File: src/design/tas_pkg.sv
// Shared types and constants of the tilt angle signal core.
// Assumes one 50 MHz clock; continuous values are signed Q40.16 fixed point.
// Function
// - Discrete values held as 32-bit unsigned
// - Discrete to continuous keeps value, non-negative
// - Positive continuous to discrete truncates fraction
// - Too large continuous clamps to all ones
// - Negative continuous converts to discrete zero
// - Undefined stays undefined unless default configured
// - Accel block gives X, Y, Z, temperature
// - Temperature output in degrees Celsius
// - Sensor range 1.5, 3, 6 g, default 1.5
// - Higher ranges only on high-performance variants
// - Pitch spans 90 Euler, 180 unit rotation
// - Roll spans 180 in Euler and rotation
// - Tilt mode limit per tilt range, default 90
// - Gravity angle in degrees, 0 to 180
// - Angle type Euler/tilt/rotation, tilt default; Euler when strap_vertical is set
// - Gravity error above maximum gives error state
// - Max gravity error 0.05 to 0.5, default 0.2
// - Trust reads 0 when data valid
// - Trust 1 when temperature out of range
// - Trust 2 on sensor fault or error
// - Latency reported as continuous milliseconds
package tas_pkg;

	localparam int CW        = 56;
	localparam int FRAC      = 16;
	localparam int DW        = 32;
	localparam int IW        = CW - FRAC;

	typedef enum logic [1:0] {TAS_UNDEF, TAS_DISC, TAS_CONT} tas_kind_e;
	typedef enum logic [1:0] {TAS_RANGE_1G5, TAS_RANGE_3G, TAS_RANGE_6G}
		tas_range_e;
	typedef enum logic [1:0] {TAS_ANG_EULER, TAS_ANG_TILT, TAS_ANG_UNIT}
		tas_angle_e;
	typedef enum logic {TAS_TILT_90, TAS_TILT_180} tas_tilt_e;

	typedef logic signed [CW-1:0] tas_cont_t;
	typedef logic [DW-1:0]        tas_disc_t;

	typedef struct packed {
		tas_kind_e kind;
		tas_disc_t disc;
		tas_cont_t cont;
	} tas_sig_s;

	typedef struct packed {
		tas_range_e range;
		tas_angle_e angle_type;
		tas_tilt_e  tilt_range;
		tas_cont_t  max_err;
	} tas_cfg_s;

	typedef struct packed {
		tas_cont_t x;
		tas_cont_t y;
		tas_cont_t z;
		tas_cont_t temp;
	} tas_accel_s;

	typedef struct packed {
		tas_cont_t pitch;
		tas_cont_t roll;
		tas_cont_t grav;
		tas_cont_t grav_err;
	} tas_raw_s;

	// Q16 figures
	localparam tas_cont_t TAS_ANG_0     = 56'h00_0000_0000_0000;
	localparam tas_cont_t TAS_ANG_90    = 56'h00_0000_005A_0000;
	localparam tas_cont_t TAS_ANG_180   = 56'h00_0000_00B4_0000;
	localparam tas_cont_t TAS_TEMP_MIN  = -56'sh00_0000_0028_0000;
	localparam tas_cont_t TAS_TEMP_MAX  = 56'h00_0000_007D_0000;
	localparam tas_cont_t TAS_ERR_MIN   = 56'h00_0000_0000_0CCD;
	localparam tas_cont_t TAS_ERR_MAX   = 56'h00_0000_0000_8000;
	localparam tas_cont_t TAS_ERR_DFLT  = 56'h00_0000_0000_3333;
	localparam tas_disc_t TAS_DISC_MAX  = 32'hFFFF_FFFF;

	localparam tas_range_e TAS_RANGE_DFLT = TAS_RANGE_1G5;
	localparam tas_tilt_e  TAS_TILT_DFLT  = TAS_TILT_90;

	localparam tas_disc_t TAS_TRUST_OK      = 32'h0000_0000;
	localparam tas_disc_t TAS_TRUST_SUSPECT = 32'h0000_0001;
	localparam tas_disc_t TAS_TRUST_ERROR   = 32'h0000_0002;

	// Latency scaling: cycles to Q16 milliseconds
	localparam int CLK_PERIOD_NS = 20;
	localparam int NS_PER_MS     = 1000000;
	localparam int CYC_PER_MS    = NS_PER_MS / CLK_PERIOD_NS;
	localparam longint LAT_MUL_L =
		((64'd1 << 32) + CYC_PER_MS / 2) / CYC_PER_MS;
	localparam logic [16:0] LAT_MUL = LAT_MUL_L[16:0];
	localparam logic [31:0] LAT_CNT_MAX = 32'hFFFF_FFFF;

	localparam tas_sig_s TAS_SIG_UNDEF = '{TAS_UNDEF, '0, '0};

endpackage

File: src/design/tas_type_conv.sv
// Registered signal type converter with default substitution.
// Assumes the caller holds target kind and default steady per request.
`timescale 1ns/10ps
module tas_type_conv
	import tas_pkg::*;
(
	// Clock and reset
	input  wire logic      clk,
	input  wire logic      resetn,
	// Conversion request
	input  wire tas_sig_s  sig_in,
	input  wire tas_kind_e target,
	input  wire logic      dflt_en,
	input  wire tas_sig_s  dflt,
	// Result
	output tas_sig_s       sig_out
);

	tas_sig_s sig_q;
	tas_sig_s sig_d;
	tas_sig_s src;
	logic [IW-1:0] int_part;

	always_comb
	begin
		src = (sig_in.kind == TAS_UNDEF && dflt_en) ? dflt : sig_in;
		int_part = src.cont[CW-1:FRAC];
		sig_d = TAS_SIG_UNDEF;
		if (src.kind != TAS_UNDEF && target == TAS_CONT)
		begin
			sig_d.kind = TAS_CONT;
			if (src.kind == TAS_DISC)
				sig_d.cont = tas_cont_t'({src.disc, 16'h0000});
			else
				sig_d.cont = src.cont;
		end
		else if (src.kind != TAS_UNDEF && target == TAS_DISC)
		begin
			sig_d.kind = TAS_DISC;
			if (src.kind == TAS_DISC)
				sig_d.disc = src.disc;
			else if (src.cont < 0)
				sig_d.disc = '0;
			else if (int_part[IW-1:DW] != '0)
				sig_d.disc = TAS_DISC_MAX;
			else
				sig_d.disc = int_part[DW-1:0];
		end
	end

	always_ff @(posedge clk or negedge resetn)
	begin
		if (!resetn)
			sig_q <= TAS_SIG_UNDEF;
		else
			sig_q <= sig_d;
	end

	assign sig_out = sig_q;

endmodule // tas_type_conv

File: src/design/tas_trust_eval.sv
// Angular trust indicator evaluation.
// Assumes inputs are sampled only while data_valid is high.
`timescale 1ns/10ps
module tas_trust_eval
	import tas_pkg::*;
(
	// Clock and reset
	input  wire logic      clk,
	input  wire logic      resetn,
	// Conditions
	input  wire logic      data_valid,
	input  wire logic      sens_fault,
	input  wire tas_cont_t temp,
	input  wire tas_cont_t grav_err,
	input  wire tas_cont_t max_err,
	// Indicator
	output tas_sig_s       trust
);

	tas_sig_s trust_q;
	tas_sig_s trust_d;

	always_comb
	begin
		trust_d = trust_q;
		if (data_valid)
		begin
			trust_d.kind = TAS_DISC;
			trust_d.cont = '0;
			// Error tested first so it outranks suspect
			if (sens_fault || grav_err > max_err)
				trust_d.disc = TAS_TRUST_ERROR;
			else if (temp < TAS_TEMP_MIN || temp > TAS_TEMP_MAX)
				trust_d.disc = TAS_TRUST_SUSPECT;
			else
				trust_d.disc = TAS_TRUST_OK;
		end
	end

	always_ff @(posedge clk or negedge resetn)
	begin
		if (!resetn)
			trust_q <= TAS_SIG_UNDEF;
		else
			trust_q <= trust_d;
	end

	assign trust = trust_q;

endmodule // tas_trust_eval

File: src/design/tas_core.sv
// Top of the tilt angle signal core: configuration, sensor outputs,
// angle range limiting, latency measurement and trust indication.
// Assumes the angle arithmetic sits outside and reports raw angles
// with a done pulse; all inputs are synchronous to clk.
`timescale 1ns/10ps
module tas_core
	import tas_pkg::*;
(
	// Clock and reset
	input  wire logic       clk,
	input  wire logic       resetn,
	// Variant straps, caught once after reset
	input  wire logic       strap_high_perf,
	input  wire logic       strap_vertical,
	// Configuration
	input  wire logic       cfg_load,
	input  wire tas_cfg_s   cfg_in,
	output tas_cfg_s        cfg_active,
	// Acceleration sensor
	input  wire logic       sens_valid,
	input  wire logic       sens_fault,
	input  wire tas_accel_s sens_data,
	output tas_range_e      sens_range,
	// Angle engine
	input  wire logic       ang_start,
	input  wire logic       ang_done,
	input  wire tas_raw_s   ang_raw,
	// Acceleration block outputs
	output tas_sig_s        acc_x,
	output tas_sig_s        acc_y,
	output tas_sig_s        acc_z,
	output tas_sig_s        acc_temp,
	// Angle block outputs
	output tas_sig_s        pitch_out,
	output tas_sig_s        roll_out,
	output tas_sig_s        grav_out,
	output tas_sig_s        grav_err_out,
	output tas_sig_s        latency_out,
	output tas_sig_s        trust_out,
	// Generic signal converter
	input  wire tas_sig_s   conv_in,
	input  wire tas_kind_e  conv_target,
	input  wire logic       conv_dflt_en,
	input  wire tas_sig_s   conv_dflt,
	output tas_sig_s        conv_out
);

	// Symmetric clamp of an angle to plus or minus lim
	function automatic tas_cont_t clamp_sym(
		input tas_cont_t v,
		input tas_cont_t lim
	);
		tas_cont_t r;
		r = v;
		if (v > lim)
			r = lim;
		else if (v < -lim)
			r = -lim;
		return r;
	endfunction

	// Clamp between two bounds
	function automatic tas_cont_t clamp_rng(
		input tas_cont_t v,
		input tas_cont_t lo,
		input tas_cont_t hi
	);
		tas_cont_t r;
		r = v;
		if (v < lo)
			r = lo;
		else if (v > hi)
			r = hi;
		return r;
	endfunction

	// Wrap a continuous value into a signal record
	function automatic tas_sig_s mk_cont(input tas_cont_t v);
		tas_sig_s s;
		s.kind = TAS_CONT;
		s.disc = '0;
		s.cont = v;
		return s;
	endfunction

	// Configuration and straps

	tas_cfg_s cfg_q;
	tas_cfg_s cfg_d;
	logic     strap_done_q;
	logic     strap_done_d;
	logic     high_perf_q;
	logic     high_perf_d;

	always_comb
	begin
		cfg_d        = cfg_q;
		strap_done_d = 1'b1;
		high_perf_d  = high_perf_q;
		if (!strap_done_q)
		begin
			// Straps sampled on the first edge after release, not at reset
			high_perf_d = strap_high_perf;
			if (strap_vertical)
				cfg_d.angle_type = TAS_ANG_EULER;
			else
				cfg_d.angle_type = TAS_ANG_TILT;
		end
		else if (cfg_load)
		begin
			cfg_d.angle_type = cfg_in.angle_type;
			if (cfg_in.angle_type != TAS_ANG_EULER &&
				cfg_in.angle_type != TAS_ANG_TILT &&
				cfg_in.angle_type != TAS_ANG_UNIT)
				cfg_d.angle_type = cfg_q.angle_type;
			cfg_d.tilt_range = cfg_in.tilt_range;
			cfg_d.max_err = clamp_rng(cfg_in.max_err,
				TAS_ERR_MIN, TAS_ERR_MAX);
			// Unknown range codes are refused and leave the range as is
			if (!high_perf_q)
				cfg_d.range = TAS_RANGE_DFLT;
			else if (cfg_in.range == TAS_RANGE_1G5 ||
				cfg_in.range == TAS_RANGE_3G ||
				cfg_in.range == TAS_RANGE_6G)
				cfg_d.range = cfg_in.range;
		end
	end

	always_ff @(posedge clk or negedge resetn)
	begin
		if (!resetn)
		begin
			cfg_q.range      <= TAS_RANGE_DFLT;
			cfg_q.angle_type <= TAS_ANG_TILT;
			cfg_q.tilt_range <= TAS_TILT_DFLT;
			cfg_q.max_err    <= TAS_ERR_DFLT;
			strap_done_q     <= 1'b0;
			high_perf_q      <= 1'b0;
		end
		else
		begin
			cfg_q        <= cfg_d;
			strap_done_q <= strap_done_d;
			high_perf_q  <= high_perf_d;
		end
	end

	assign cfg_active = cfg_q;
	assign sens_range = cfg_q.range;

	// Acceleration block

	tas_accel_s acc_q;
	tas_accel_s acc_d;
	logic       acc_ok_q;
	logic       acc_ok_d;

	always_comb
	begin
		acc_d    = acc_q;
		acc_ok_d = acc_ok_q;
		if (sens_valid)
		begin
			acc_d    = sens_data;
			acc_ok_d = 1'b1;
		end
		// A faulty sensor gives no signal until the next good sample
		if (sens_fault)
			acc_ok_d = 1'b0;
	end

	always_ff @(posedge clk or negedge resetn)
	begin
		if (!resetn)
		begin
			acc_q    <= '0;
			acc_ok_q <= 1'b0;
		end
		else
		begin
			acc_q    <= acc_d;
			acc_ok_q <= acc_ok_d;
		end
	end

	assign acc_x    = acc_ok_q ? mk_cont(acc_q.x) : TAS_SIG_UNDEF;
	assign acc_y    = acc_ok_q ? mk_cont(acc_q.y) : TAS_SIG_UNDEF;
	assign acc_z    = acc_ok_q ? mk_cont(acc_q.z) : TAS_SIG_UNDEF;
	assign acc_temp = acc_ok_q ? mk_cont(acc_q.temp) : TAS_SIG_UNDEF;

	// Angle limiting

	tas_raw_s ang_q;
	tas_raw_s ang_d;
	logic     ang_ok_q;
	logic     ang_ok_d;
	tas_cont_t pitch_lim;
	tas_cont_t roll_lim;
	tas_cont_t tilt_lim;

	always_comb
	begin
		tilt_lim = (cfg_q.tilt_range == TAS_TILT_180) ?
			TAS_ANG_180 : TAS_ANG_90;
		case (cfg_q.angle_type)
			TAS_ANG_EULER:
			begin
				pitch_lim = TAS_ANG_90;
				roll_lim  = TAS_ANG_180;
			end
			TAS_ANG_UNIT:
			begin
				pitch_lim = TAS_ANG_180;
				roll_lim  = TAS_ANG_180;
			end
			TAS_ANG_TILT:
			begin
				pitch_lim = tilt_lim;
				roll_lim  = tilt_lim;
			end
			default:
			begin
				pitch_lim = TAS_ANG_90;
				roll_lim  = TAS_ANG_180;
			end
		endcase
		ang_d    = ang_q;
		ang_ok_d = ang_ok_q;
		if (ang_done)
		begin
			ang_d.pitch = clamp_sym(ang_raw.pitch, pitch_lim);
			ang_d.roll  = clamp_sym(ang_raw.roll, roll_lim);
			ang_d.grav  = clamp_rng(ang_raw.grav,
				TAS_ANG_0, TAS_ANG_180);
			// Error magnitude never reads negative
			ang_d.grav_err = (ang_raw.grav_err < 0) ?
				-ang_raw.grav_err : ang_raw.grav_err;
			ang_ok_d = 1'b1;
		end
	end

	always_ff @(posedge clk or negedge resetn)
	begin
		if (!resetn)
		begin
			ang_q    <= '0;
			ang_ok_q <= 1'b0;
		end
		else
		begin
			ang_q    <= ang_d;
			ang_ok_q <= ang_ok_d;
		end
	end

	assign pitch_out    = ang_ok_q ? mk_cont(ang_q.pitch) : TAS_SIG_UNDEF;
	assign roll_out     = ang_ok_q ? mk_cont(ang_q.roll) : TAS_SIG_UNDEF;
	assign grav_out     = ang_ok_q ? mk_cont(ang_q.grav) : TAS_SIG_UNDEF;
	assign grav_err_out = ang_ok_q ? mk_cont(ang_q.grav_err) :
		TAS_SIG_UNDEF;

	// Latency from start to done, saturating after about 86 s

	logic [31:0] lat_cnt_q;
	logic [31:0] lat_cnt_d;
	logic        lat_run_q;
	logic        lat_run_d;
	tas_cont_t   lat_ms_q;
	tas_cont_t   lat_ms_d;
	logic        lat_ok_q;
	logic        lat_ok_d;
	logic [48:0] lat_prod;

	always_comb
	begin
		lat_cnt_d = lat_cnt_q;
		lat_run_d = lat_run_q;
		lat_ms_d  = lat_ms_q;
		lat_ok_d  = lat_ok_q;
		lat_prod  = lat_cnt_q * LAT_MUL;
		if (lat_run_q && lat_cnt_q != LAT_CNT_MAX)
			lat_cnt_d = lat_cnt_q + 32'h0000_0001;
		if (ang_done && lat_run_q)
		begin
			lat_ms_d  = tas_cont_t'(lat_prod[48:16]);
			lat_ok_d  = 1'b1;
			lat_run_d = 1'b0;
		end
		// A new start restarts the count, even on the done cycle
		if (ang_start)
		begin
			lat_cnt_d = 32'h0000_0001;
			lat_run_d = 1'b1;
		end
	end

	always_ff @(posedge clk or negedge resetn)
	begin
		if (!resetn)
		begin
			lat_cnt_q <= '0;
			lat_run_q <= 1'b0;
			lat_ms_q  <= '0;
			lat_ok_q  <= 1'b0;
		end
		else
		begin
			lat_cnt_q <= lat_cnt_d;
			lat_run_q <= lat_run_d;
			lat_ms_q  <= lat_ms_d;
			lat_ok_q  <= lat_ok_d;
		end
	end

	assign latency_out = lat_ok_q ? mk_cont(lat_ms_q) : TAS_SIG_UNDEF;

	// Trust indicator and generic converter

	tas_trust_eval u_trust (
		.clk        (clk),
		.resetn     (resetn),
		.data_valid (ang_ok_q),
		.sens_fault (sens_fault || !acc_ok_q),
		.temp       (acc_q.temp),
		.grav_err   (ang_q.grav_err),
		.max_err    (cfg_q.max_err),
		.trust      (trust_out)
	);

	tas_type_conv u_conv (
		.clk     (clk),
		.resetn  (resetn),
		.sig_in  (conv_in),
		.target  (conv_target),
		.dflt_en (conv_dflt_en),
		.dflt    (conv_dflt),
		.sig_out (conv_out)
	);

endmodule // tas_core

File: config.mk
export PLATFORM = sky130hd
export DESIGN_NAME = tas_core
export DESIGN_NICKNAME = d
export VERILOG_FILES = /design/src/design/tas_pkg.sv /design/src/design/tas_type_conv.sv /design/src/design/tas_trust_eval.sv /design/src/design/tas_core.sv
export SDC_FILE = /design/constraint.sdc
export NUM_CORES = 2
export LEC_CHECK = 0
export BUFFER_PORTS_ARGS = -buffer_cell sky130_fd_sc_hd__clkbuf_2
export CAP_MARGIN = 30
export CORE_AREA = 2 2 692 694
export DETAILED_ROUTE_END_ITERATION = 16
export DIE_AREA = 0 0 694 696
export SETUP_SLACK_MARGIN = 0.1
export SLEW_MARGIN = 20
export SYNTH_ARGS = -nofsm -noshare
export SYNTH_HDL_FRONTEND = slang
export SYNTH_SLANG_ARGS = --single-unit
File: constraint.sdc
create_clock -name clk -period 6.9 [get_ports clk]
set_clock_uncertainty 0.15 [all_clocks]
set_input_delay 0.69 -clock clk [delete_from_list [all_inputs] [get_ports clk]]
set_output_delay 0.69 -clock clk [all_outputs]
set_load 0.005 [all_outputs]
==> out/summary.log <==
qor: cells_and_area.syn_to_final_growth 42.65%
qor: logic_synthesis.synth_area_per_cell 9.827 sq um
qor: setup_path.timing.setup.critical_path_class register to register
qor: die.die-height 696 um
qor: sta.relSlewSlack 29.17%
qor: power_and_ir_drop.p_int 0.008532 W
qor: flow_run.max-cap-violations 0
qor: setup_path.timing.critical_path.from_type register
qor: grt.grt_first_pass_wirelength 397.7 mm
qor: power_and_ir_drop.sequentialPowerShare 35.8%
qor: grt.number_of_antenna_violations_at_the_first_check_in_global_routing 102
qor: drt.routed_wire_length_per_instance 24.62 um
qor: setup_path.cp_slowest_stage_delay 0.55 ns
qor: grt.gr-total-overflow 0
qor: sta.final.period_utilization 93.62%
qor: placement.numPlacedInstances 12,220
qor: logic_synthesis.main_area_contributors_after_synthesis sky130_fd_sc_hd__dfrtp_1, sky130_fd_sc_hd__fa_1, sky130_fd_sc_hd__ha_1, sky130_fd_sc_hd__buf_4, sky130_fd_sc_hd__and2_1
qor: placement.dp.final_hpwl 272.2 mm
qor: clocking.post_cts_setup_driven_buffer_insertion_count 0
qor: power_and_ir_drop.share_clk_of_total_power 43.1%
qor: sta.rsz0062_at_grt no
qor: sta.fmaxAchievable 0.1548 GHz
qor: grt.grt_start_max_net_pins 139
qor: cells_and_area.layout.nets 7,578
qor: drt.ant_nets 0
qor: clocking.clock_sinks 672
qor: setup_path.critical_path.top_delay_family adder cells
qor: setup_path.critical_path.cell_chain inv_1, fa_1, inv_1, ha_1, ha_1, inv_1, fa_1, inv_1, fa_1, inv_1, fa_1, inv_1, ha_1, nand2_1, nor4b_1, a22oi_1, a21oi_1, o211a_1, o31ai_1, buf_4, a211oi_1, o21ai_0, a41o_1
qor: clocking.clockBufferDepth 4
qor: cells_and_area.finish.instance_area 65,970 sq um
qor: die.initial_core_util 9.707%
qor: setup_path.worst-path-buf-inv 7
qor: clocking.clock_latency 0.84 ns
qor: sta.total_of_endpoints_with_negative_setup_slack_in_the_final_report 0
qor: setup_path.worstSetupEndpointType register
qor: placement.io_buffer_count 1,345
qor: clocking.clock_tree_root_driver_cell sky130_fd_sc_hd__clkbuf_16
qor: drt.routed_via_density 3.151
qor: die.die_area 483,000 sq um
qor: setup_path.timing.critical_path.required 7.47 ns
qor: run_status.status complete, no violations
qor: drt.detail_route.iter0.violations 2,801
qor: logic_synthesis.synth-seq-cells 672
qor: logic_synthesis.synth.yosys.seq_area_share 36.39%
qor: logic_synthesis.synth.most_common_cell sky130_fd_sc_hd__dfrtp_1
qor: power_and_ir_drop.comb_power_share 21.2%
qor: die.core.rowCount 254
qor: power_and_ir_drop.cellPowerDensity 191.9 nW/um^2
qor: logic_synthesis.synth_cell_type_count 73
qor: cells_and_area.drive_gt1_share 29.76%
qor: power_and_ir_drop.p_leak 32.05 nW
qor: drt.vias 40,090
qor: logic_synthesis.synth_common_cells sky130_fd_sc_hd__dfrtp_1, sky130_fd_sc_hd__and2_1, sky130_fd_sc_hd__inv_1
qor: clocking.cts_tree yes
qor: logic_synthesis.ys_warn_count 0
qor: logic_synthesis.syn_area 46,240 sq um
qor: die.coreArea 476,400 sq um
qor: logic_synthesis.postSynth.asyncResetShare 100.0%
qor: logic_synthesis.synth_largest_area_cell sky130_fd_sc_hd__dfrtp_1
qor: setup_path.worstPathMaxFanout 8
qor: drt.drt-total-wl 313.2 mm
qor: clocking.cts-htree-levels 3
qor: min_path.worstHoldPathType input pin to register
qor: drt.dr.pass1.iters 6
qor: logic_synthesis.synth_top_area_share 35.88%
qor: sta.count_of_endpoints_failing_hold_in_the_final_timing_report 0
qor: placement.routabilityCongestion 0.9403
qor: grt.grt_pass1_vias 39,790
qor: logic_synthesis.post_synth_inst_count 4,706
qor: power_and_ir_drop.power.net_switching 0.004126 W
qor: logic_synthesis.synth_ff_type sky130_fd_sc_hd__dfrtp_1
qor: clocking.tritoncts.num_buffers 98
qor: die.die_w 694 um
qor: sta.slew_violations 0
qor: clocking.clkTransAtPathRegs 0.06 ns
qor: setup_path.cell_with_the_most_instances_on_the_worst_path sky130_fd_sc_hd__inv_1
qor: logic_synthesis.synth_enable_flop_cells 0
qor: sta.worst_slew_pin_slew 1.054 ns
qor: power_and_ir_drop.power.switching_fraction 32.59%
qor: setup_path.critPathSlowestCell sky130_fd_sc_hd__dfrtp_1
qor: setup_path.arrival 7.03 ns
qor: placement.dpl-instance-area 59,590 sq um
qor: drt.drc 0
qor: grt.grtUsageTotal 12.50%
qor: sta.final.min_clock_period 6.460 ns
qor: die.io_pins 1,754
qor: power_and_ir_drop.power.ir.vdd_worst 0.1736 mV
qor: cells_and_area.finish.cell_count_without_fillers 12,720
qor: sta.tns_setup 0 ns
## metrics by stage
step	hold slack (ns)	util [%]	worst slack, ns	total power [W]
final	0.09659	13.85	0.4401	0.01266
after global routing	0.02411	13.83	0.1040	0.01332
after CTS	0.00005174	13.81	0.3076	0.01298
after detailed placement	0.3091	12.51	0.3339	0.007183
after global placement	0.3040	12.47	0.3339	0.007146
after floorplan	0.2444	-	0.7647	0.005666
## final timing paths
path | slack (ns) | cells after the start | start | to
max reg2reg | 0.44 | 23 | lat_cnt_q[2] | lat_ms_q[31]
min reg2reg | 0.32 | 1 | ang_q[148] | ang_q[148]
min in group asynchronous | 0.35 | 2 | resetn | acc_q[80]
max | 0.44 | 23 | lat_cnt_q[2] | lat_ms_q[31]
min | 0.1 | 3 | conv_in[54] | u_conv.sig_out[54]
max in group asynchronous | 4.50 | 4 | resetn | lat_cnt_q[11]
## power groups by stage
stage,registers (W),clock network (W),logic [W]
after floorplan,0.00442,0,0.00125
after global placement,0.00459,0,0.00255
after detailed placement,0.00460,0,0.00259
after CTS,0.00453,0.00569,0.00276
after global routing,0.00456,0.00582,0.00295
final,0.00453,0.00545,0.00268
## cells in the final DEF, fill, tap and decap left out, types with 13 or more instances in the layout
cell | Yosys | routed
sky130_fd_sc_hd__dfrtp_1 | 663 | 656
sky130_fd_sc_hd__nor3_1 | 76 | 71
sky130_fd_sc_hd__nor2b_1 | 38 | 37
sky130_fd_sc_hd__nor2_1 | 250 | 249
sky130_fd_sc_hd__inv_1 | 463 | 463
sky130_fd_sc_hd__diode_2 | 0 | 42
sky130_fd_sc_hd__buf_4 | 419 | 99
sky130_fd_sc_hd__nand3_1 | 61 | 61
sky130_fd_sc_hd__clkbuf_2 | 0 | 1343
sky130_fd_sc_hd__ha_1 | 315 | 315
sky130_fd_sc_hd__clkbuf_8 | 0 | 14
sky130_fd_sc_hd__and2_1 | 488 | 487
sky130_fd_sc_hd__and3_1 | 37 | 37
sky130_fd_sc_hd__mux2i_1 | 37 | 36
sky130_fd_sc_hd__o21ai_0 | 101 | 98
sky130_fd_sc_hd__xnor2_1 | 38 | 38
sky130_fd_sc_hd__xor2_1 | 73 | 66
sky130_fd_sc_hd__conb_1 | 2 | 410
sky130_fd_sc_hd__dlygate4sd3_1 | 0 | 283
sky130_fd_sc_hd__nand4_1 | 62 | 62
sky130_fd_sc_hd__nand2_1 | 304 | 303
sky130_fd_sc_hd__a22o_1 | 54 | 54
sky130_fd_sc_hd__a21oi_1 | 177 | 176
sky130_fd_sc_hd__o31ai_1 | 26 | 26
sky130_fd_sc_hd__clkbuf_1 | 191 | 15
sky130_fd_sc_hd__clkbuf_16 | 0 | 98
sky130_fd_sc_hd__or4_1 | 14 | 14
sky130_fd_sc_hd__fa_1 | 226 | 226
sky130_fd_sc_hd__mux2_2 | 231 | 231
sky130_fd_sc_hd__nand2b_1 | 13 | 13
sky130_fd_sc_hd__nor4_1 | 74 | 70
sky130_fd_sc_hd__a21o_1 | 114 | 114
sky130_fd_sc_hd__bufinv_16 | 0 | 14
## metal layers
layer	track usage, %	wire [um]	up-vias
met5	0	294	-
met4	4.671	13390	46
met3	3.528	22140	371
met2	22.48	159300	1585
met1	13.89	118100	20030
li1	-	-	18050
## layout make-up
cell class | instances | area (sq um)
Tap cell | 6272 | 7848
Inverter | 464 | 1747
Timing Repair Buffer | 1742 | 10570
Clock buffer | 127 | 2701
Antenna cell | 42 | 105.1
Clock inverter | 44 | 679.4
Fill cell | 54160 | 410400
Multi-Input combinational cell | 3358 | 25470
Sequential cell | 672 | 16840
## registers in the layout (all words and copies together), names as in the netlist, 2 cells and up
register / count
ang_q: 223
u_conv.sig_out: 90
lat_ms_q: 33
lat_cnt_q: 32
cfg_active: 59
acc_q: 224
sens_range: 2
u_trust.trust: 3
## repair_timing
| action | 4_1_cts | 5_1_grt |
|---|---|---|
| hold buffers | 283 | 0 |
| endpoints found under the hold margin | 329 | 0 |
| endpoints found under the setup margin | 0 | 4 |
| resized for setup | 0 | 6 |
## logic make-up after synthesis
| logic type | Yosys count | synth area share, % |
|---|---|---|
| flops | 672 | 36.39 |
| fa+ha+maj | 541 | 18.31 |
| xor+xnor | 111 | 2.102 |
| buf+inv | 1084 | 12.20 |
| other cells | 2 | 0.01624 |
| compound gates | 569 | 8.009 |
| mux | 268 | 6.426 |
| simple gates | 1459 | 16.55 |
## tightest hold or removal path, cell delays in order
cell and delay [ns]:
sky130_fd_sc_hd__clkbuf_2 0.11, sky130_fd_sc_hd__nand2_1 0.06, sky130_fd_sc_hd__a21oi_1 0.12
(Power assumes the default switching activity.)
